$ cat src/design/dhcp_regs.svh
// Register offsets, field positions, reset values and timing counts of the host port
`ifndef DHCP_REGS_SVH
`define DHCP_REGS_SVH
// Task file port offsets (three-bit register select)
`define DHCP_TF_DATA 3'h0
`define DHCP_TF_ERR 3'h1
`define DHCP_TF_SCNT 3'h2
`define DHCP_TF_SNUM 3'h3
`define DHCP_TF_CYLL 3'h4
`define DHCP_TF_CYLH 3'h5
`define DHCP_TF_DRVHD 3'h6
`define DHCP_TF_CMD 3'h7
// Control ports
`define DHCP_CTL_ALT 10'h3f6
`define DHCP_CTL_DIN 10'h3f7
// Device control fields
`define DHCP_DC_SOFT_RESET_BIT_BIT 2
`define DHCP_DC_IRQDIS_BIT 1
// Status fields
`define DHCP_ST_BUSY 7
`define DHCP_ST_DRDY 6
`define DHCP_ST_DSC 4
`define DHCP_ST_DRQ 3
`define DHCP_ST_ERR 0
// Error fields
`define DHCP_ER_ABRT 2
// Reset values
`define DHCP_RST_ERR 8'h01
`define DHCP_RST_SCNT 8'h01
`define DHCP_RST_SNUM 8'h01
`define DHCP_RST_CYL 8'h00
`define DHCP_RST_DRVHD 8'h00
// Timing
`define DHCP_CLK_MHZ 20
`define DHCP_INIT_TIME_US 2
`define DHCP_INIT_CYCLES (`DHCP_INIT_TIME_US * `DHCP_CLK_MHZ)
`endif

$ cat src/design/dhcp_pkg.sv
// Types of the host command and control port
package dhcp_pkg;
   typedef enum logic [4:0] {
      DHCP_CMD_NONE = 5'h00,
      DHCP_CMD_READ = 5'h01,
      DHCP_CMD_WRITE = 5'h02,
      DHCP_CMD_READ_VERIFY = 5'h03,
      DHCP_CMD_WRITE_VERIFY = 5'h04,
      DHCP_CMD_READ_BUF = 5'h05,
      DHCP_CMD_WRITE_BUF = 5'h06,
      DHCP_CMD_READ_MULT = 5'h07,
      DHCP_CMD_WRITE_MULT = 5'h08,
      DHCP_CMD_READ_DMA = 5'h09,
      DHCP_CMD_WRITE_DMA = 5'h0a,
      DHCP_CMD_SET_FEAT = 5'h0b,
      DHCP_CMD_SET_MULT = 5'h0c,
      DHCP_CMD_READ_MAX = 5'h0d,
      DHCP_CMD_SET_MAX = 5'h0e,
      DHCP_CMD_SEEK = 5'h0f,
      DHCP_CMD_FORMAT = 5'h10,
      DHCP_CMD_DIAG = 5'h11,
      DHCP_CMD_STBY_IMM = 5'h12,
      DHCP_CMD_IDLE_IMM = 5'h13,
      DHCP_CMD_STBY = 5'h14,
      DHCP_CMD_IDLE = 5'h15,
      DHCP_CMD_RECAL = 5'h16,
      DHCP_CMD_INIT_PARAMS = 5'h17,
      DHCP_CMD_IDENTIFY = 5'h18,
      DHCP_CMD_CHK_POWER = 5'h19,
      DHCP_CMD_SLEEP = 5'h1a,
      DHCP_CMD_HEALTH = 5'h1b,
      DHCP_CMD_INVALID = 5'h1f
   } dhcp_cmd_t;
   typedef enum logic [1:0] {
      DHCP_ST_RESET = 2'b00,
      DHCP_ST_INIT = 2'b01,
      DHCP_ST_READY = 2'b10,
      DHCP_ST_EXEC = 2'b11
   } dhcp_state_t;
endpackage

$ cat src/design/dhcp_host_port.sv
// Host command and control port of the drive interface
//
// Operation
// - Supported command write sets busy at once and withdraws any pending interrupt.
// - Unsupported opcodes written to the command register are aborted.
// - 20h-23h decode as sector reads, normal or long, with or without retries.
// - 30h-33h decode as sector writes, normal or long, with or without retries.
// - C4h, C5h, E4h, E8h, 3Ch, 40h and 41h decode as multiple, buffer, verify.
// - C8h/C9h decode as DMA read, CAh/CBh as DMA write.
// - EFh, C6h, F8h, F9h decode as mode set and check commands.
// - Any 7xh is seek; 50h is format track; 90h is diagnostic.
// - Standby and idle opcodes stop or start spindle and keep or reload timeout.
// - 3F6h reads alternate status, writes device control; 3F7h reads input only.
// - Alternate status mirrors status and never clears a pending interrupt.
// - Soft reset bit holds the drive in reset until cleared.
// - Disable bit 0 drives the interrupt out; 1 tri-states it.
// - Pending interrupt appears when disable clears; disable powers up 0.
// - Bit 7 of host data is not driven on digital input read.
// - Digital input shows write gate, inverted head number, drive selects low.
// - Any reset reinitialises task file registers, sets busy until init ends, no interrupt.
// - After reset error, count, number read 1; cylinders and drive/head 0.
// - Each data transfer is requested by the interrupt, gated by disable.
// - Pending interrupt clears on status read, supported command write or reset.
// - While busy, parameter register reads return status.
`timescale 1ns/1ps
`include "dhcp_regs.svh"
module dhcp_host_port #(
   parameter int INIT_CYCLES = `DHCP_INIT_CYCLES
) (
   // Clock and reset
   input wire logic clk,
   input wire logic rst_n,
   // Hardware reset from the host cable
   input wire logic host_reset_n,
   // Task file access
   input wire logic tf_cs,
   input wire logic [2:0] tf_addr,
   input wire logic tf_rd,
   input wire logic tf_wr,
   // Control port access
   input wire logic ctl_cs,
   input wire logic [9:0] ctl_addr,
   input wire logic ctl_rd,
   input wire logic ctl_wr,
   // Host data bus
   input wire logic [7:0] host_wdata,
   output logic [7:0] host_rdata,
   output logic [7:0] host_rdata_oe,
   // Interrupt to host
   output logic irq_out,
   output logic irq_oe,
   // Drive state
   input wire logic write_gate_level_n,
   input wire logic xfer_request,
   input wire logic cmd_done,
   input wire logic cmd_error,
   // Decoded command to the drive engine
   output dhcp_pkg::dhcp_cmd_t cmd_code,
   output logic cmd_start,
   output logic retries_off,
   output logic long_mode,
   output logic spindle_run,
   output logic timeout_load,
   output logic drive_reset
);
   ////////////////////////////////////////////////////////////////////////////////
   dhcp_pkg::dhcp_state_t state_q;
   logic [7:0] err_q, scnt_q, snum_q, cyll_q, cylh_q, drvhd_q;
   logic [7:0] status;
   logic irq_pend_q, irq_dis_q, soft_reset_bit_q, err_flag_q, drq_q;
   logic [15:0] init_cnt_q;
   logic any_reset, cmd_wr, stat_rd, busy;
   dhcp_pkg::dhcp_cmd_t dec;

   // Decoding is shared between command start and the abort check
   function automatic dhcp_pkg::dhcp_cmd_t decode(input logic [7:0] op);
      if (op[7:4] == 4'h7) begin
         decode = dhcp_pkg::DHCP_CMD_SEEK;
      end else if (op[7:4] == 4'h1) begin
         // Recalibrate ignores the low nibble, as seek does
         decode = dhcp_pkg::DHCP_CMD_RECAL;
      end else begin
         case (op)
            8'h20, 8'h21, 8'h22, 8'h23: decode = dhcp_pkg::DHCP_CMD_READ;
            8'h30, 8'h31, 8'h32, 8'h33: decode = dhcp_pkg::DHCP_CMD_WRITE;
            8'h40, 8'h41: decode = dhcp_pkg::DHCP_CMD_READ_VERIFY;
            8'h3c: decode = dhcp_pkg::DHCP_CMD_WRITE_VERIFY;
            8'he4: decode = dhcp_pkg::DHCP_CMD_READ_BUF;
            8'he8: decode = dhcp_pkg::DHCP_CMD_WRITE_BUF;
            8'hc4: decode = dhcp_pkg::DHCP_CMD_READ_MULT;
            8'hc5: decode = dhcp_pkg::DHCP_CMD_WRITE_MULT;
            8'hc8, 8'hc9: decode = dhcp_pkg::DHCP_CMD_READ_DMA;
            8'hca, 8'hcb: decode = dhcp_pkg::DHCP_CMD_WRITE_DMA;
            8'hef: decode = dhcp_pkg::DHCP_CMD_SET_FEAT;
            8'hc6: decode = dhcp_pkg::DHCP_CMD_SET_MULT;
            8'hf8: decode = dhcp_pkg::DHCP_CMD_READ_MAX;
            8'hf9: decode = dhcp_pkg::DHCP_CMD_SET_MAX;
            8'h50: decode = dhcp_pkg::DHCP_CMD_FORMAT;
            8'h90: decode = dhcp_pkg::DHCP_CMD_DIAG;
            8'h94, 8'he0: decode = dhcp_pkg::DHCP_CMD_STBY_IMM;
            8'h95, 8'he1: decode = dhcp_pkg::DHCP_CMD_IDLE_IMM;
            8'h96, 8'he2: decode = dhcp_pkg::DHCP_CMD_STBY;
            8'h97, 8'he3: decode = dhcp_pkg::DHCP_CMD_IDLE;
            // Supported opcodes without a rule of their own still must not abort
            8'h98, 8'he5: decode = dhcp_pkg::DHCP_CMD_CHK_POWER;
            8'h99, 8'he6: decode = dhcp_pkg::DHCP_CMD_SLEEP;
            8'h91: decode = dhcp_pkg::DHCP_CMD_INIT_PARAMS;
            8'hec: decode = dhcp_pkg::DHCP_CMD_IDENTIFY;
            8'hb0: decode = dhcp_pkg::DHCP_CMD_HEALTH;
            default: decode = dhcp_pkg::DHCP_CMD_INVALID;
         endcase
      end
   endfunction

   // Opcode variant bits: bit 0 turns retries off, bit 1 selects long transfer
   function automatic logic has_retry_bit(input dhcp_pkg::dhcp_cmd_t c);
      has_retry_bit = (c == dhcp_pkg::DHCP_CMD_READ) || (c == dhcp_pkg::DHCP_CMD_WRITE) ||
         (c == dhcp_pkg::DHCP_CMD_READ_VERIFY) || (c == dhcp_pkg::DHCP_CMD_READ_DMA) ||
         (c == dhcp_pkg::DHCP_CMD_WRITE_DMA);
   endfunction

   ////////////////////////////////////////////////////////////////////////////////
   // Strobes
   assign any_reset = !host_reset_n || soft_reset_bit_q;
   // A command written while busy is dropped; the host polls busy first
   assign cmd_wr = tf_cs && tf_wr && (tf_addr == `DHCP_TF_CMD) && !busy;
   assign stat_rd = tf_cs && tf_rd && (tf_addr == `DHCP_TF_CMD);
   assign busy = (state_q != dhcp_pkg::DHCP_ST_READY);
   assign dec = decode(host_wdata);

   // Fault bit stays 0: this port never sees a write fault
   always_comb begin
      status = 8'h00;
      status[`DHCP_ST_BUSY] = busy;
      status[`DHCP_ST_DRDY] = !busy;
      status[`DHCP_ST_DSC] = 1'b1;
      status[`DHCP_ST_DRQ] = drq_q;
      status[`DHCP_ST_ERR] = err_flag_q;
   end

   ////////////////////////////////////////////////////////////////////////////////
   // Device control register; disable bit powers up 0
   always_ff @(posedge clk) begin
      if (!rst_n) begin
         soft_reset_bit_q <= 1'b0;
         irq_dis_q <= 1'b0;
      end else if (ctl_cs && ctl_wr && (ctl_addr == `DHCP_CTL_ALT)) begin
         soft_reset_bit_q <= host_wdata[`DHCP_DC_SOFT_RESET_BIT_BIT];
         irq_dis_q <= host_wdata[`DHCP_DC_IRQDIS_BIT];
      end
   end

   ////////////////////////////////////////////////////////////////////////////////
   // Control state: reset, initialise, ready, executing
   always_ff @(posedge clk) begin
      if (!rst_n) begin
         state_q <= dhcp_pkg::DHCP_ST_RESET;
         init_cnt_q <= 16'h0000;
      end else if (any_reset) begin
         state_q <= dhcp_pkg::DHCP_ST_RESET;
         init_cnt_q <= 16'h0000;
      end else begin
         case (state_q)
            dhcp_pkg::DHCP_ST_RESET: begin
               state_q <= dhcp_pkg::DHCP_ST_INIT;
            end
            dhcp_pkg::DHCP_ST_INIT: begin
               // Busy holds until initialisation count expires
               if (init_cnt_q == 16'(INIT_CYCLES - 1)) begin
                  state_q <= dhcp_pkg::DHCP_ST_READY;
               end else begin
                  init_cnt_q <= init_cnt_q + 16'h0001;
               end
            end
            dhcp_pkg::DHCP_ST_READY: begin
               if (cmd_wr && dec != dhcp_pkg::DHCP_CMD_INVALID) begin
                  state_q <= dhcp_pkg::DHCP_ST_EXEC;
               end
            end
            dhcp_pkg::DHCP_ST_EXEC: begin
               if (cmd_done) begin
                  state_q <= dhcp_pkg::DHCP_ST_READY;
               end
            end
            default: state_q <= dhcp_pkg::DHCP_ST_RESET;
         endcase
      end
   end

   ////////////////////////////////////////////////////////////////////////////////
   // Task file parameter registers
   always_ff @(posedge clk) begin
      if (!rst_n || any_reset) begin
         err_q <= `DHCP_RST_ERR;
         scnt_q <= `DHCP_RST_SCNT;
         snum_q <= `DHCP_RST_SNUM;
         cyll_q <= `DHCP_RST_CYL;
         cylh_q <= `DHCP_RST_CYL;
         drvhd_q <= `DHCP_RST_DRVHD;
      end else begin
         // Writes while busy are dropped so a running command keeps its operands
         if (tf_cs && tf_wr && !busy) begin
            if (tf_addr == `DHCP_TF_SCNT) begin
               scnt_q <= host_wdata;
            end else if (tf_addr == `DHCP_TF_SNUM) begin
               snum_q <= host_wdata;
            end else if (tf_addr == `DHCP_TF_CYLL) begin
               cyll_q <= host_wdata;
            end else if (tf_addr == `DHCP_TF_CYLH) begin
               cylh_q <= host_wdata;
            end else if (tf_addr == `DHCP_TF_DRVHD) begin
               drvhd_q <= host_wdata;
            end
         end
         if (cmd_wr && dec == dhcp_pkg::DHCP_CMD_INVALID) begin
            err_q <= 8'h01 << `DHCP_ER_ABRT;
         end else if (cmd_wr) begin
            err_q <= 8'h00;
         end else if (cmd_done && cmd_error && state_q == dhcp_pkg::DHCP_ST_EXEC) begin
            err_q <= 8'h01 << `DHCP_ER_ABRT;
         end
      end
   end

   ////////////////////////////////////////////////////////////////////////////////
   // Status flags: error and data request
   always_ff @(posedge clk) begin
      if (!rst_n || any_reset) begin
         err_flag_q <= 1'b0;
         drq_q <= 1'b0;
      end else begin
         if (cmd_wr) begin
            err_flag_q <= (dec == dhcp_pkg::DHCP_CMD_INVALID);
         end else if (cmd_done && state_q == dhcp_pkg::DHCP_ST_EXEC) begin
            err_flag_q <= cmd_error;
         end
         drq_q <= xfer_request && (state_q == dhcp_pkg::DHCP_ST_EXEC);
      end
   end

   ////////////////////////////////////////////////////////////////////////////////
   // Pending interrupt; a new event wins over a status-read clear
   always_ff @(posedge clk) begin
      if (!rst_n || any_reset) begin
         irq_pend_q <= 1'b0;
      end else if (cmd_wr && dec == dhcp_pkg::DHCP_CMD_INVALID) begin
         irq_pend_q <= 1'b1;
      end else if (cmd_wr) begin
         irq_pend_q <= 1'b0;
      end else if (state_q == dhcp_pkg::DHCP_ST_EXEC && (cmd_done || (xfer_request && !drq_q))) begin
         irq_pend_q <= 1'b1;
      end else if (stat_rd) begin
         irq_pend_q <= 1'b0;
      end
   end

   // Pending state is kept while disabled and shows once enabled again
   always_ff @(posedge clk) begin
      if (!rst_n) begin
         irq_out <= 1'b0;
         irq_oe <= 1'b0;
      end else begin
         irq_out <= irq_pend_q && !irq_dis_q;
         irq_oe <= !irq_dis_q;
      end
   end

   ////////////////////////////////////////////////////////////////////////////////
   // Read data path, registered one cycle after the strobe
   always_ff @(posedge clk) begin
      if (!rst_n) begin
         host_rdata <= 8'h00;
         host_rdata_oe <= 8'h00;
      end else if (ctl_cs && ctl_rd && ctl_addr == `DHCP_CTL_ALT) begin
         host_rdata <= status;
         host_rdata_oe <= 8'hff;
      end else if (ctl_cs && ctl_rd && ctl_addr == `DHCP_CTL_DIN) begin
         host_rdata <= {1'b0, write_gate_level_n, ~drvhd_q[3:0],
            !drvhd_q[4], drvhd_q[4]};
         host_rdata_oe <= 8'h7f;
      end else if (tf_cs && tf_rd && tf_addr != `DHCP_TF_DATA) begin
         host_rdata_oe <= 8'hff;
         if (busy || tf_addr == `DHCP_TF_CMD) begin
            host_rdata <= status;
         end else if (tf_addr == `DHCP_TF_ERR) begin
            host_rdata <= err_q;
         end else if (tf_addr == `DHCP_TF_SCNT) begin
            host_rdata <= scnt_q;
         end else if (tf_addr == `DHCP_TF_SNUM) begin
            host_rdata <= snum_q;
         end else if (tf_addr == `DHCP_TF_CYLL) begin
            host_rdata <= cyll_q;
         end else if (tf_addr == `DHCP_TF_CYLH) begin
            host_rdata <= cylh_q;
         end else begin
            host_rdata <= drvhd_q;
         end
      end else begin
         host_rdata <= 8'h00;
         host_rdata_oe <= 8'h00;
      end
   end

   ////////////////////////////////////////////////////////////////////////////////
   // Command hand-off to the drive engine
   always_ff @(posedge clk) begin
      if (!rst_n || any_reset) begin
         cmd_code <= dhcp_pkg::DHCP_CMD_NONE;
         cmd_start <= 1'b0;
         retries_off <= 1'b0;
         long_mode <= 1'b0;
         timeout_load <= 1'b0;
      end else begin
         cmd_start <= cmd_wr && dec != dhcp_pkg::DHCP_CMD_INVALID;
         timeout_load <= 1'b0;
         if (cmd_wr && dec != dhcp_pkg::DHCP_CMD_INVALID) begin
            cmd_code <= dec;
            retries_off <= has_retry_bit(dec) && host_wdata[0];
            long_mode <= ((dec == dhcp_pkg::DHCP_CMD_READ) ||
               (dec == dhcp_pkg::DHCP_CMD_WRITE)) && host_wdata[1];
            timeout_load <= (dec == dhcp_pkg::DHCP_CMD_STBY) ||
               (dec == dhcp_pkg::DHCP_CMD_IDLE);
         end
      end
   end

   // Spindle keeps its state across soft reset; power-on and the standby opcodes stop it
   always_ff @(posedge clk) begin
      if (!rst_n) begin
         spindle_run <= 1'b0;
         drive_reset <= 1'b1;
      end else begin
         drive_reset <= any_reset || state_q == dhcp_pkg::DHCP_ST_RESET;
         if (cmd_wr && (dec == dhcp_pkg::DHCP_CMD_STBY_IMM || dec == dhcp_pkg::DHCP_CMD_STBY)) begin
            spindle_run <= 1'b0;
         end else if (cmd_wr && (dec == dhcp_pkg::DHCP_CMD_IDLE_IMM ||
               dec == dhcp_pkg::DHCP_CMD_IDLE)) begin
            spindle_run <= 1'b1;
         end
      end
   end
endmodule

$ cat config.mk
export PLATFORM = sky130hd
export DESIGN_NAME = dhcp_host_port
export DESIGN_NICKNAME = d
export VERILOG_FILES = /design/src/design/dhcp_pkg.sv /design/src/design/dhcp_host_port.sv
export VERILOG_INCLUDE_DIRS = /design/src /design/src/design
export SDC_FILE = /design/constraint.sdc
export NUM_CORES = 1
export LEC_CHECK = 0
export BUFFER_PORTS_ARGS = -buffer_cell sky130_fd_sc_hd__buf_4
export CELL_PAD_IN_SITES_DETAIL_PLACEMENT = 1
export CELL_PAD_IN_SITES_GLOBAL_PLACEMENT = 1
export CORE_MARGIN = 10
export CORE_UTILIZATION = 47
export DETAILED_ROUTE_END_ITERATION = 7
export GPL_TIMING_DRIVEN = 0
export PLACE_DENSITY_LB_ADDON = 0.25
export SLEW_MARGIN = 10
export SYNTH_ARGS = -nofsm -noshare
export SYNTH_HDL_FRONTEND = slang
export SYNTH_SLANG_ARGS = --single-unit
export TNS_END_PERCENT = 5
$ cat constraint.sdc
create_clock -name clk -period 3.22 [get_ports clk]
set_input_delay 0.161 -clock clk [delete_from_list [all_inputs] [get_ports clk]]
set_output_delay 0.161 -clock clk [all_outputs]
set_load 0.02 [all_outputs]
-- After elaboration in Yosys (flattened, before gate mapping)
Index checks and enable logic that the tools add are counted.
- bits in registers: 94
- input bits: 34
- output and inout port bits: 29
- word-level logic and storage cells: 202
- add/sub/neg operators: 1
- eq/ne operators: 70
- mux-type cells: 28
- bitwise operators: 8
- reductions and logical operators: 70
- operators by type and width (kind ; number):
    8-bit equality test (second input constant) ; 28
    5-bit one-hot mux with 25 select lines ; 1
    8-bit 2-to-1 mux ; 12
    8-bit by 6-bit equality test with 1-bit output (second input constant) ; 9
    2-bit OR reduction ; 13
    5-bit equality test (second input constant) ; 5
    1-bit logical AND ; 25
    8-bit by 7-bit equality test with 1-bit output (second input constant) ; 3
    10-bit equality test (second input constant) ; 2
    16-bit by 1-bit adder with 16-bit output (second input constant) ; 1
    16-bit by 6-bit equality test with 1-bit output (second input constant) ; 1
    3-bit equality test (second input constant) ; 4
    1-bit logical OR ; 12
    5-bit by 2-bit equality test with 1-bit output (second input constant) ; 2
    5-bit by 4-bit equality test with 1-bit output (second input constant) ; 2
    5-bit 2-to-1 mux ; 2
    3-bit 2-to-1 mux ; 3
    2-bit inequality test (second input constant) ; 4
    2-bit one-hot mux with 4 select lines ; 1
    4-bit OR reduction ; 2
    1-bit inverter ; 7
    3-bit by 2-bit equality test with 1-bit output (second input constant) ; 2
    1-bit logical NOT ; 6
    1-bit 2-to-1 mux ; 6
    other kinds (18) ; 24

-- Longest topological paths before layout
Gate-level depths: netlist of run 1.
- depth in word-level cells: 11
- mapped depth: 11
- depth with buffers taken out: 8

-- Worst setup path before layout of run 1
No wires, ideal clock.
- path kind: input to register
- from: in host_wdata[6]
- to: reg retries_off
- data arrival time: 2.028 ns
- required time: 3.161 ns
- setup slack: 1.133 ns
- stages on the path: 9
- buffers on the path: 2
- cells stage by stage: buf_6 buf_8 xnor2_1 o21bai_1 a311o_1 or3_4 o211a_1 a2111oi_2 a22o_1
- longest elaborated chain between the ends: 11
- ends and longest elaborated chain (element ; line ; RTL):
    from (decl) ; dhcp_host_port.sv:46 ; input wire logic [7:0] host_wdata,
    8-bit by 6-bit equality test with 1-bit output, or another cell as far along ; dhcp_host_port.sv:83 ; case (op)
    4-bit OR reduction / 2-bit OR reduction (equally long branches) ; dhcp_host_port.sv:83 ;
    5-bit one-hot mux with 25 select lines ; dhcp_host_port.sv:83 ;
    5-bit 2-to-1 mux ; dhcp_host_port.sv:79 ; end else if (op[7:4] == 4'h1) begin
    5-bit 2-to-1 mux (*) ; dhcp_host_port.sv:77 ; if (op[7:4] == 4'h7) begin
    5-bit by 1-bit equality test with 1-bit output / 5-bit by 2-bit equality test with 1-bit output (equally long branches) ; dhcp_host_port.sv:117 ; has_retry_bit = (c == dhcp_pkg::DHCP_CMD_READ) || (c == dhcp_pkg::DHCP_CMD_WRITE) ||
    1-bit logical OR (2 in series) ; dhcp_host_port.sv:117 ;
    1-bit logical OR (2 in series) ; dhcp_host_port.sv:118 ; (c == dhcp_pkg::DHCP_CMD_READ_VERIFY) || (c == dhcp_pkg::DHCP_CMD_READ_DMA) ||
    1-bit logical AND ; dhcp_host_port.sv:318 ; retries_off <= has_retry_bit(dec) && host_wdata[0];
    to (signal assigned) ; dhcp_host_port.sv:318 ;
    to (decl) ; dhcp_host_port.sv:60 ; output logic retries_off,
Mark *: on every way between the ends. The rest lies on a longest branch, timed or not.
A chain may end at the register's enable or synchronous reset.

-- Worst setup path after layout of run 1
- from: reg state_q[1]
- to: reg init_cnt_q[15]
- longest elaborated chain between the ends: 2
- ends and longest elaborated chain (element ; line ; RTL):
    from (decl) ; dhcp_host_port.sv:67 ; dhcp_pkg::dhcp_state_t state_q;
    from (signal assigned) ; dhcp_host_port.sv:157 ; state_q <= dhcp_pkg::DHCP_ST_RESET;
    from (signal assigned) ; dhcp_host_port.sv:160 ; state_q <= dhcp_pkg::DHCP_ST_RESET;
    from (signal assigned) ; dhcp_host_port.sv:165 ; state_q <= dhcp_pkg::DHCP_ST_INIT;
    2-bit by 1-bit equality test with 1-bit output ; dhcp_host_port.sv:163 ; case (state_q)
    2-bit AND reduction (no source line) ; n/a ;
    to (signal assigned) ; dhcp_host_port.sv:172 ; init_cnt_q <= init_cnt_q + 16'h0001;
    to (decl) ; dhcp_host_port.sv:71 ; logic [15:0] init_cnt_q;
No other way between the ends.

==> results.py, run 1 <==
metrics = {
    "run_status": {
        "status": "finished, final reports clean",
    },
    "layout": {
        "drive_above_1_share_pct": 17.50,
        "regArea_sq_mm": 0.001762,
        "fill_cells": 1217,
        "fin_cells": 750,
        "nNetsFinal": 647,
        "diodes": 0,
        "syn_to_final_growth_pct": 18.28,
        "multi_input_comb_area_sq_mm": 0.002629,
    },
    "synth": {
        "synth_cell_types": 71,
        "synth_ff_type": "dfxtp_1",
        "async_flop_share_pct": 0,
        "ys_top_cells_by_area": "dfxtp_1 (38%), mux2i_1 (11%), nor2_1 (6.8%)",
        "netlist_instances": 543,
        "syn_area_per_cell_sq_um": 8.583,
        "synth_seq_area_share_pct": 37.80,
        "synth_warnings": 0,
        "syn_nets": 578,
        "synth_edf_count": 0,
        "synth_top_area_cell": "dfxtp_1",
        "ys_seq_elements": 88,
        "yosysTopAreaCellShare_pct": 37.80,
        "syn_area_sq_mm": 0.004661,
    },
    "global_routing": {
        "grt.total_usage_pct": 21.28,
        "grt_overflow_total": 0,
        "antenna_found_initial": 0,
        "grt_first_pass_wirelength_mm": 24.77,
        "grt_max_degree": 17,
        "grt_pass1_vias": 4565,
    },
    "power": {
        "p_leak_nw": 2.120,
        "power.density_mw_per_mm2": 418.2,
        "peakVddDrop_mv": 0.3734,
        "fin_total_pwr_mw": 2.305,
    },
    "worst_setup_path": {
        "crit_type": "reg2reg",
        "cp_max_fo": 9,
        "r2r_start": "state_q[1]",
        "critPathArrivalTime_ps": 2760,
        "startpoint": "state_q[1]",
        "r2r_cells": 8,
        "ff2ff_setup_slack_ps": 710,
        "setup.worst_path.end": "init_cnt_q[15]",
        "cp-end-kind": "flop",
        "crit_path_start_kind": "flop",
        "crit_required_ps": 3460,
        "r2r_end": "init_cnt_q[15]",
    },
    "clock_network": {
        "cts_hold_buf": 0,
        "clk_latency_ps": 370,
        "cts_tree": "done",
        "cts_resized": 0,
        "post_cts_buffers": 0,
        "clk_pin_slew_ps": 100,
        "cts.path.max_buffers": 2,
        "htree_num_levels": 3,
        "clockRootBuffer": "clkbuf_8",
        "clock_sinks": 88,
        "numCtsBuffers": 9,
    },
    "floorplan": {
        "fp.dieArea_sq_mm": 0.01430,
        "die_h_microns": 119.6,
        "rows": 36,
        "die_w_microns": 119.6,
        "coreArea_sq_mm": 0.009729,
        "start_util_pct": 47.90,
        "ios": 63,
    },
    "placed_design": {
        "pre_cts_ws_ps": 609.4,
        "dp_cells": 734,
        "place_congestion": 0.9182,
        "dp_hpwl_mm": 11.66,
        "io_buffers": 58,
    },
    "timing": {
        "hold_viol": 0,
        "final-setup-viol-count": 0,
        "slew_headroom_pct": 32.27,
        "fin_skew_ps": 10.51,
        "worst_pin_slew_ps": 1012,
        "rsz0062_at_grt": "false",
        "post-route-period-util_pct": 78.03,
        "finalSetupTns_ps": 0,
        "max_freq_ghz": 0.3980,
        "period_needed_ps": 2513,
        "layout_setup_ws_ps": 707.3,
        "slew_violations": 0,
    },
    "routing": {
        "drt-total-wl_mm": 15.58,
        "drtAntennaViolNets": 0,
        "vias": 4424,
        "drc": 0,
        "vias_per_cell": 5.899,
        "drt_iter0_drc": 319,
        "wl_per_cell_microns": 20.77,
        "dr.pass1.iters": 5,
    },
    "flow_run": {
        "max-cap-violations": 0,
    },
    "hold_path": {
        "holdPathStages": 3,
        "holdCritPathClass": "in2reg",
    },
}
-- synth_stat cells (7+ instances only) --
cell type,instances
nor2_1,84
xor2_1,8
buf_2,9
nand4_1,7
nand2_1,32
o211ai_1,10
xnor2_1,9
and3_1,7
nor2b_1,16
o21ai_0,16
inv_1,8
dfxtp_1,88
nand3_1,26
a21oi_1,16
and2_1,7
nor3_1,11
mux2i_1,52
clkbuf_1,23
-- placed cells by master (no fill, tap or decap), types with 10 or more instances in the layout --
master	Yosys	final
nor3_1	11	11
nor2_1	84	84
dfxtp_1	88	88
clkbuf_1	23	23
nor2b_1	16	16
nand2_1	32	32
nand3_1	26	26
o21ai_0	16	16
a21oi_1	16	16
buf_4	6	64
mux2i_1	52	52
o211ai_1	10	10
-- worst max-delay path: stages (launching register included) --
cell,delay [ps]
dfxtp_1,310
clkbuf_1,200
nand2b_1,260
a41oi_2,370
nand3_1,210
nor3_1,590
nand3_1,200
xor2_1,180
nor2_1,60
-- routing by layer --
| layer | wire (microns) | global-route usage [%] | up-vias |
|---|---|---|---|
| li1 | - | - | 2080 |
| met1 | 7194 | 27.13 | 2191 |
| met2 | 7297 | 35.56 | 136 |
| met3 | 917 | 4.923 | 17 |
| met4 | 169 | 5.204 | 0 |
| met5 | 0 | 0 | - |
-- worst min path at each step --
stage                             from      to  slack (ps)
final                     xfer_request   drq_q          70
after global routing      xfer_request   drq_q          70
after CTS                 xfer_request   drq_q          60
after detailed placement     irq_dis_q  irq_oe         440
after global placement       irq_dis_q  irq_oe         420
after floorplan           xfer_request   drq_q         300
-- final cells by class --
type                    instances  area share (%)
inverters                       8          0.5447
clock buffers                   9           2.247
clock inverters                 7           2.292
well taps                     133           3.019
repair buffers                 58           7.898
flip-flops and latches         88           31.96
multi-input cells             403           47.68
plain buffers                  44           4.358
-- cells by family after synthesis --
logic type               share of synthesized area, %
AND/OR/NAND/NOR                                 26.85
AO/OA/AOI/OAI                                   14.20
flip-flops                                      37.80
multiplexers                                    11.89
buffers and inverters                           5.798
XOR/XNOR                                        3.195
adder cells (fa/ha/maj)                        0.2684
-- registers in the layout (all words and copies together), names as in the netlist, 2 cells and up --
register,count
cylh_q,8
drvhd_q,8
cyll_q,8
snum_q,8
state_q,2
host_rdata_oe,2
scnt_q,8
host_rdata,8
err_q,2
cmd_code,5
init_cnt_q,16
-- power breakdown --
part	switching, mW	internal [mW]	leakage (nW)
Sequential	0.00429	1.09	0.710
Clock	0.430	0.525	0.122
Combinational	0.159	0.0947	1.29
-- stage by stage --
stage / hold slack (ps) / instance area, sq um / utilization, %
after global routing: 72.45 / 5513 / 56.66
after floorplan: 302.8 / 4661 / -
after CTS: 60.02 / 5513 / 56.66
after global placement: 415.7 / 5263 / 54.09
after detailed placement: 441.9 / 5263 / 54.09
final: 71.67 / 5513 / 56.66
Power figures use the tool's default switching activity.
==> run 2: changes to the inputs <==
Settings changed: CORE_UTILIZATION 47 to 43.
Clock period 3.22 ns to 2.4 ns, I/O delays scaled along.
==> run 2 against run 1 <==
Compared with the run above:
- the flow now finishes with violations (setup timing)
- design area is 0.27% higher
- hold slack lost 53 ps
- sequential power rose by 34%
- die area up 7.7%
- critical path depth fell by 2
- sequential share of layout area is 0.087 points lower
- utilization fell by 3.8 points
- power up 28%
- clock power increased by 18%
- first-iteration DRC count increased by 4.7%
- fmax is 1.9% higher
==> results.py, run 2 (synthesized netlist as in run 1, its figures left out) <==
metrics = {
    "run_status": {
        "status": "complete, but fails checks",
        "violations": "setup timing",
    },
    "timing": {
        "post-route-period-util_pct": 102.8,
        "max_freq_ghz": 0.4054,
        "fin_skew_ps": 7.001,
        "worst_pin_slew_ps": 1007,
        "period_needed_ps": 2467,
        "slew_violations": 0,
        "layout_setup_ws_ps": -66.79,
        "hold_viol": 0,
        "final-setup-viol-count": 13,
        "rsz0062_at_grt": "true",
        "slew_headroom_pct": 32.61,
    },
    "layout": {
        "drive_above_1_share_pct": 17.99,
        "regMostFlops": "init_cnt_q",
        "fill_cells": 1270,
        "regArea_sq_mm": 0.001762,
        "nNetsFinal": 647,
        "final_common_cell": "dfxtp_1",
        "syn_to_final_growth_pct": 18.60,
        "layout_common_cells": "dfxtp_1 (88), nor2_1 (84), buf_4 (64)",
        "diodes": 0,
        "largest_register_ffs": 16,
        "multi_input_comb_area_sq_mm": 0.002674,
        "stdcell_area_sq_mm": 0.005528,
    },
    "routing": {
        "vias_per_cell": 5.817,
        "drc": 0,
        "wl_per_cell_microns": 20.26,
        "vias": 4380,
        "drtAntennaViolNets": 0,
        "dr.pass1.iters": 4,
        "drt_iter0_drc": 334,
        "drt-total-wl_mm": 15.26,
    },
    "floorplan": {
        "start_util_pct": 44.55,
        "coreArea_sq_mm": 0.01046,
        "fp.dieArea_sq_mm": 0.01540,
        "die_h_microns": 124.1,
        "die_w_microns": 124.1,
        "rows": 37,
        "ios": 63,
    },
    "clock_network": {
        "clk_pin_slew_ps": 90,
        "clockRootBuffer": "clkbuf_8",
        "cts.path.max_buffers": 2,
        "clock_sinks": 88,
        "clk_latency_ps": 360,
        "cts_tree": "done",
        "htree_num_levels": 3,
        "numCtsBuffers": 9,
        "cts_hold_buf": 0,
    },
    "worst_setup_path": {
        "crit_path_start_kind": "flop",
        "cp_max_fo": 9,
        "path_buf_inv": 1,
        "r2r_start": "state_q[1]",
        "path_cells": "clkbuf_1, nor2b_1, nand4b_1, nor2_1, mux2i_1, nor2_1",
        "crit_required_ps": 2630,
        "cp_top_family": "simple AND/OR/NAND/NOR gates",
        "cp-end-kind": "flop",
        "ff2ff_setup_slack_ps": -70,
        "cpMostUsedCell": "nor2_1",
        "max_stage_delay_ps": 810,
        "critPathArrivalTime_ps": 2700,
        "crit_slowest_cell": "nor2_1",
        "worst-path-stages": 6,
        "startpoint": "state_q[1]",
        "r2r_end": "drvhd_q[0]",
        "r2r_cells": 6,
        "setup.worst_path.end": "drvhd_q[0]",
        "crit_type": "reg2reg",
    },
    "placed_design": {
        "place_congestion": 0.8666,
        "pre_cts_ws_ps": -97.51,
        "placed_cell_area_sq_mm": 0.005266,
        "dp_hpwl_mm": 11.55,
        "io_buffers": 58,
    },
    "hold_path": {
        "hp-start": "rst_n",
        "holdCritPathClass": "in2reg",
        "holdPathStages": 2,
    },
    "global_routing": {
        "grt_busiest_layer": "met2",
        "antenna_found_initial": 0,
        "grtUsageMet3_pct": 4.208,
        "grt_max_degree": 15,
        "use_met1_pct": 25.48,
        "grt_first_pass_wirelength_mm": 24.23,
        "grt_pass1_vias": 4555,
        "grt_overflow_total": 0,
        "use_met2_pct": 32.54,
        "grt.total_usage_pct": 19.76,
    },
    "power": {
        "peakVddDrop_mv": 0.2443,
        "p_leak_nw": 2.127,
        "power.density_mw_per_mm2": 531.9,
    },
    "flow_run": {
        "max-cap-violations": 0,
    },
}
[run 2: routing by layer]
layer	vias to the layer above	routed length, microns	part of all wire (%)
met5	-	0	0
met4	0	240	1.6
met3	25	1019	6.7
met2	139	7073	46
met1	2137	6922	45
li1	2079	-	-
[run 2: what timing repair did]
item | CTS | global route
resized for setup | 1 | 6
endpoints found under the setup margin | 6 | 33
buffers inserted | 0 | 0
[run 2: worst min-delay path by stage]
stage             end  slack, ps
2_1_floorplan   drq_q        260
3_3_place_gp    drq_q        380
3_5_place_dp    drq_q        390
4_1_cts        irq_oe         20
5_1_grt         drq_q         20
6_report       irq_oe         20
[run 2: cell type report]
class                   count  share of cell area [%]
multi-input cells         403                   48.37
flip-flops and latches     88                   31.87
repair buffers             58                   7.877
plain buffers              44                   4.346
well taps                 136                   3.078
clock buffers              13                   3.056
clock inverters             3                  0.8601
inverters                   8                  0.5432
[run 2: metrics by stage]
step / power, mW / instances / setup TNS, ps / util, % / hold WS, ps
6_report: 2.940 / 753 / -225.2 / 52.83 / 18.45
5_1_grt: 3.041 / 753 / -2450 / 52.83 / 19.71
4_1_cts: 2.952 / 753 / -62.41 / 52.45 / 23.91
3_5_place_dp: 1.834 / 737 / -650.3 / 50.33 / 386.8
3_3_place_gp: 1.824 / 737 / 0 / 50.33 / 377.0
2_1_floorplan: 1.703 / 543 / 0 / - / 261.8
[run 2: report_power, final]
| group | leakage [nW] | internal (mW) | switching (mW) |
|---|---|---|---|
| Combinational | 1.31 | 0.128 | 0.207 |
| Sequential | 0.710 | 1.47 | 0.00645 |
| Clock | 0.110 | 0.574 | 0.559 |
| Total | 2.13 | 2.17 | 0.773 |
[run 2: worst register-to-register path, cell delays in order (launching register included)]
cell and delay, ps:
dfxtp_1 330, clkbuf_1 290, nor2b_1 300, nand4b_1 220, nor2_1 810, mux2i_1 310, nor2_1 70
==> run 3: changes to the inputs <==
Settings changed: PLACE_DENSITY_LB_ADDON 0.25 to 0.1.
==> run 3 against run 2 <==
Compared with the run above:
- the run now ends clean
- wire length is 3.2% lower
- clock power rose by 13%
- fmax up 6.9%
- largest power group unchanged
==> results.py, run 3 (synthesized netlist as in run 1, its figures left out) <==
metrics = {
    "flow_run": {
        "max-cap-violations": 0,
    },
    "layout": {
        "fill_cells": 1292,
        "layout_common_cells": "dfxtp_1 (88), nor2_1 (81), buf_4 (64)",
        "fin_cells": 754,
        "regArea_sq_mm": 0.001762,
        "largest_register_ffs": 16,
        "drive_above_1_share_pct": 18.28,
        "syn_to_final_growth_pct": 19.09,
        "nNetsFinal": 648,
        "diodes": 0,
        "final_common_cell": "dfxtp_1",
        "multi_input_comb_area_sq_mm": 0.002653,
        "regMostFlops": "init_cnt_q",
    },
    "worst_setup_path": {
        "cp_top_family": "simple AND/OR/NAND/NOR gates",
        "max_stage_delay_ps": 430,
        "crit_path_start_kind": "flop",
        "cp_max_fo": 7,
        "crit_slowest_cell": "a41oi_2",
        "critPathArrivalTime_ps": 2570,
        "crit_required_ps": 2660,
        "cp-end-kind": "flop",
        "path_cells": "ha_1, nor4bb_1, a41oi_2, nand2_1, or3_1, nor2b_1, xnor2_1, nor2_1",
        "crit_type": "reg2reg",
        "path_buf_inv": 0,
    },
    "floorplan": {
        "die_h_microns": 124.1,
        "die_w_microns": 124.1,
        "start_util_pct": 44.55,
        "rows": 37,
        "coreArea_sq_mm": 0.01046,
        "ios": 63,
        "fp.dieArea_sq_mm": 0.01540,
    },
    "timing": {
        "fin_skew_ps": 8.718,
        "max_freq_ghz": 0.4333,
        "slew_headroom_pct": 49.28,
        "final-setup-viol-count": 0,
        "slew_violations": 0,
        "worst_pin_slew_ps": 758.0,
        "rsz0062_at_grt": "true",
        "hold_viol": 0,
        "post-route-period-util_pct": 96.17,
        "period_needed_ps": 2308,
    },
    "routing": {
        "drt_iter0_drc": 244,
        "drc": 0,
        "wl_per_cell_microns": 19.59,
        "drtAntennaViolNets": 0,
        "dr.pass1.iters": 5,
        "vias": 4313,
        "drt-total-wl_mm": 14.77,
        "vias_per_cell": 5.720,
    },
    "clock_network": {
        "clk_pin_slew_ps": 90,
        "clockRootBuffer": "clkbuf_8",
        "cts_tree": "done",
        "clock_sinks": 88,
        "clk_latency_ps": 380,
        "numCtsBuffers": 9,
        "htree_num_levels": 3,
        "cts.path.max_buffers": 2,
    },
    "global_routing": {
        "grt_overflow_total": 0,
        "grt_first_pass_wirelength_mm": 23.61,
        "grt_max_degree": 17,
        "grt_pass1_vias": 4480,
        "grt.total_usage_pct": 19.40,
        "antenna_found_initial": 0,
    },
    "placed_design": {
        "dp_hpwl_mm": 11.33,
        "io_buffers": 58,
        "dp_cells": 737,
        "place_congestion": 0.9282,
    },
    "power": {
        "peakVddDrop_mv": 0.4316,
        "power.density_mw_per_mm2": 555.9,
        "p_leak_nw": 2.141,
        "fin_total_pwr_mw": 3.086,
    },
    "hold_path": {
        "holdCritPathClass": "in2reg",
    },
    "run_status": {
        "status": "finished, final reports clean",
    },
}
run 3: routing by layer:
layer | wire length, microns | GRT usage, %
met1 | 7022 | 25.59
met2 | 6747 | 31.29
met3 | 822 | 4.027
met4 | 176 | 5.540
met5 | 0 | 0
run 3: final cells by class:
type | count | area share [%]
multi-input cells | 403 | 47.79
clock inverters | 7 | 2.277
inverters | 8 | 0.5410
well taps | 136 | 3.066
repair buffers | 59 | 8.025
plain buffers | 44 | 4.328
flip-flops and latches | 88 | 31.74
clock buffers | 9 | 2.232
run 3: metrics by stage:
| step | setup slack (ps) | setup TNS [ps] | hold slack [ps] | util (%) | instance area [sq um] |
|---|---|---|---|---|---|
| final | 92.02 | 0 | 19.00 | 53.05 | 5550 |
| after global routing | -75.07 | -241.7 | 28.14 | 53.05 | 5550 |
| after CTS | 14.49 | 0 | 10.55 | 52.89 | 5534 |
| after detailed placement | -178.8 | -1043 | 400.7 | 50.33 | 5266 |
| after global placement | -52.14 | -99.12 | 384.6 | 50.33 | 5266 |
| after floorplan | 353.7 | 0 | 261.8 | - | 4661 |
run 3: worst paths after layout:
| kind | startpoint | endpoint | slack [ps] | cells after the start |
|---|---|---|---|---|
| setup / recovery | init_cnt_q[0] | init_cnt_q[14] | 90 | 8 |
| hold / removal | rst_n | irq_oe | 20 | 2 |
| setup reg to reg | init_cnt_q[0] | init_cnt_q[14] | 90 | 8 |
| hold reg to reg | err_q[0] | err_q[0] | 450 | 2 |
run 3: power by group:
part / leakage (nW) / switching (mW) / internal, mW
Sequential: 0.710 / 0.00569 / 1.47
Clock: 0.122 / 0.576 / 0.703
Combinational: 1.31 / 0.206 / 0.128
run 3: what timing repair did:
action	CTS	global route
endpoints found under the setup margin	8	25
hold endpoints to repair	1	0
hold buffers	1	0
gates resized for setup	2	4
buffers inserted	0	0
pin swaps	0	1
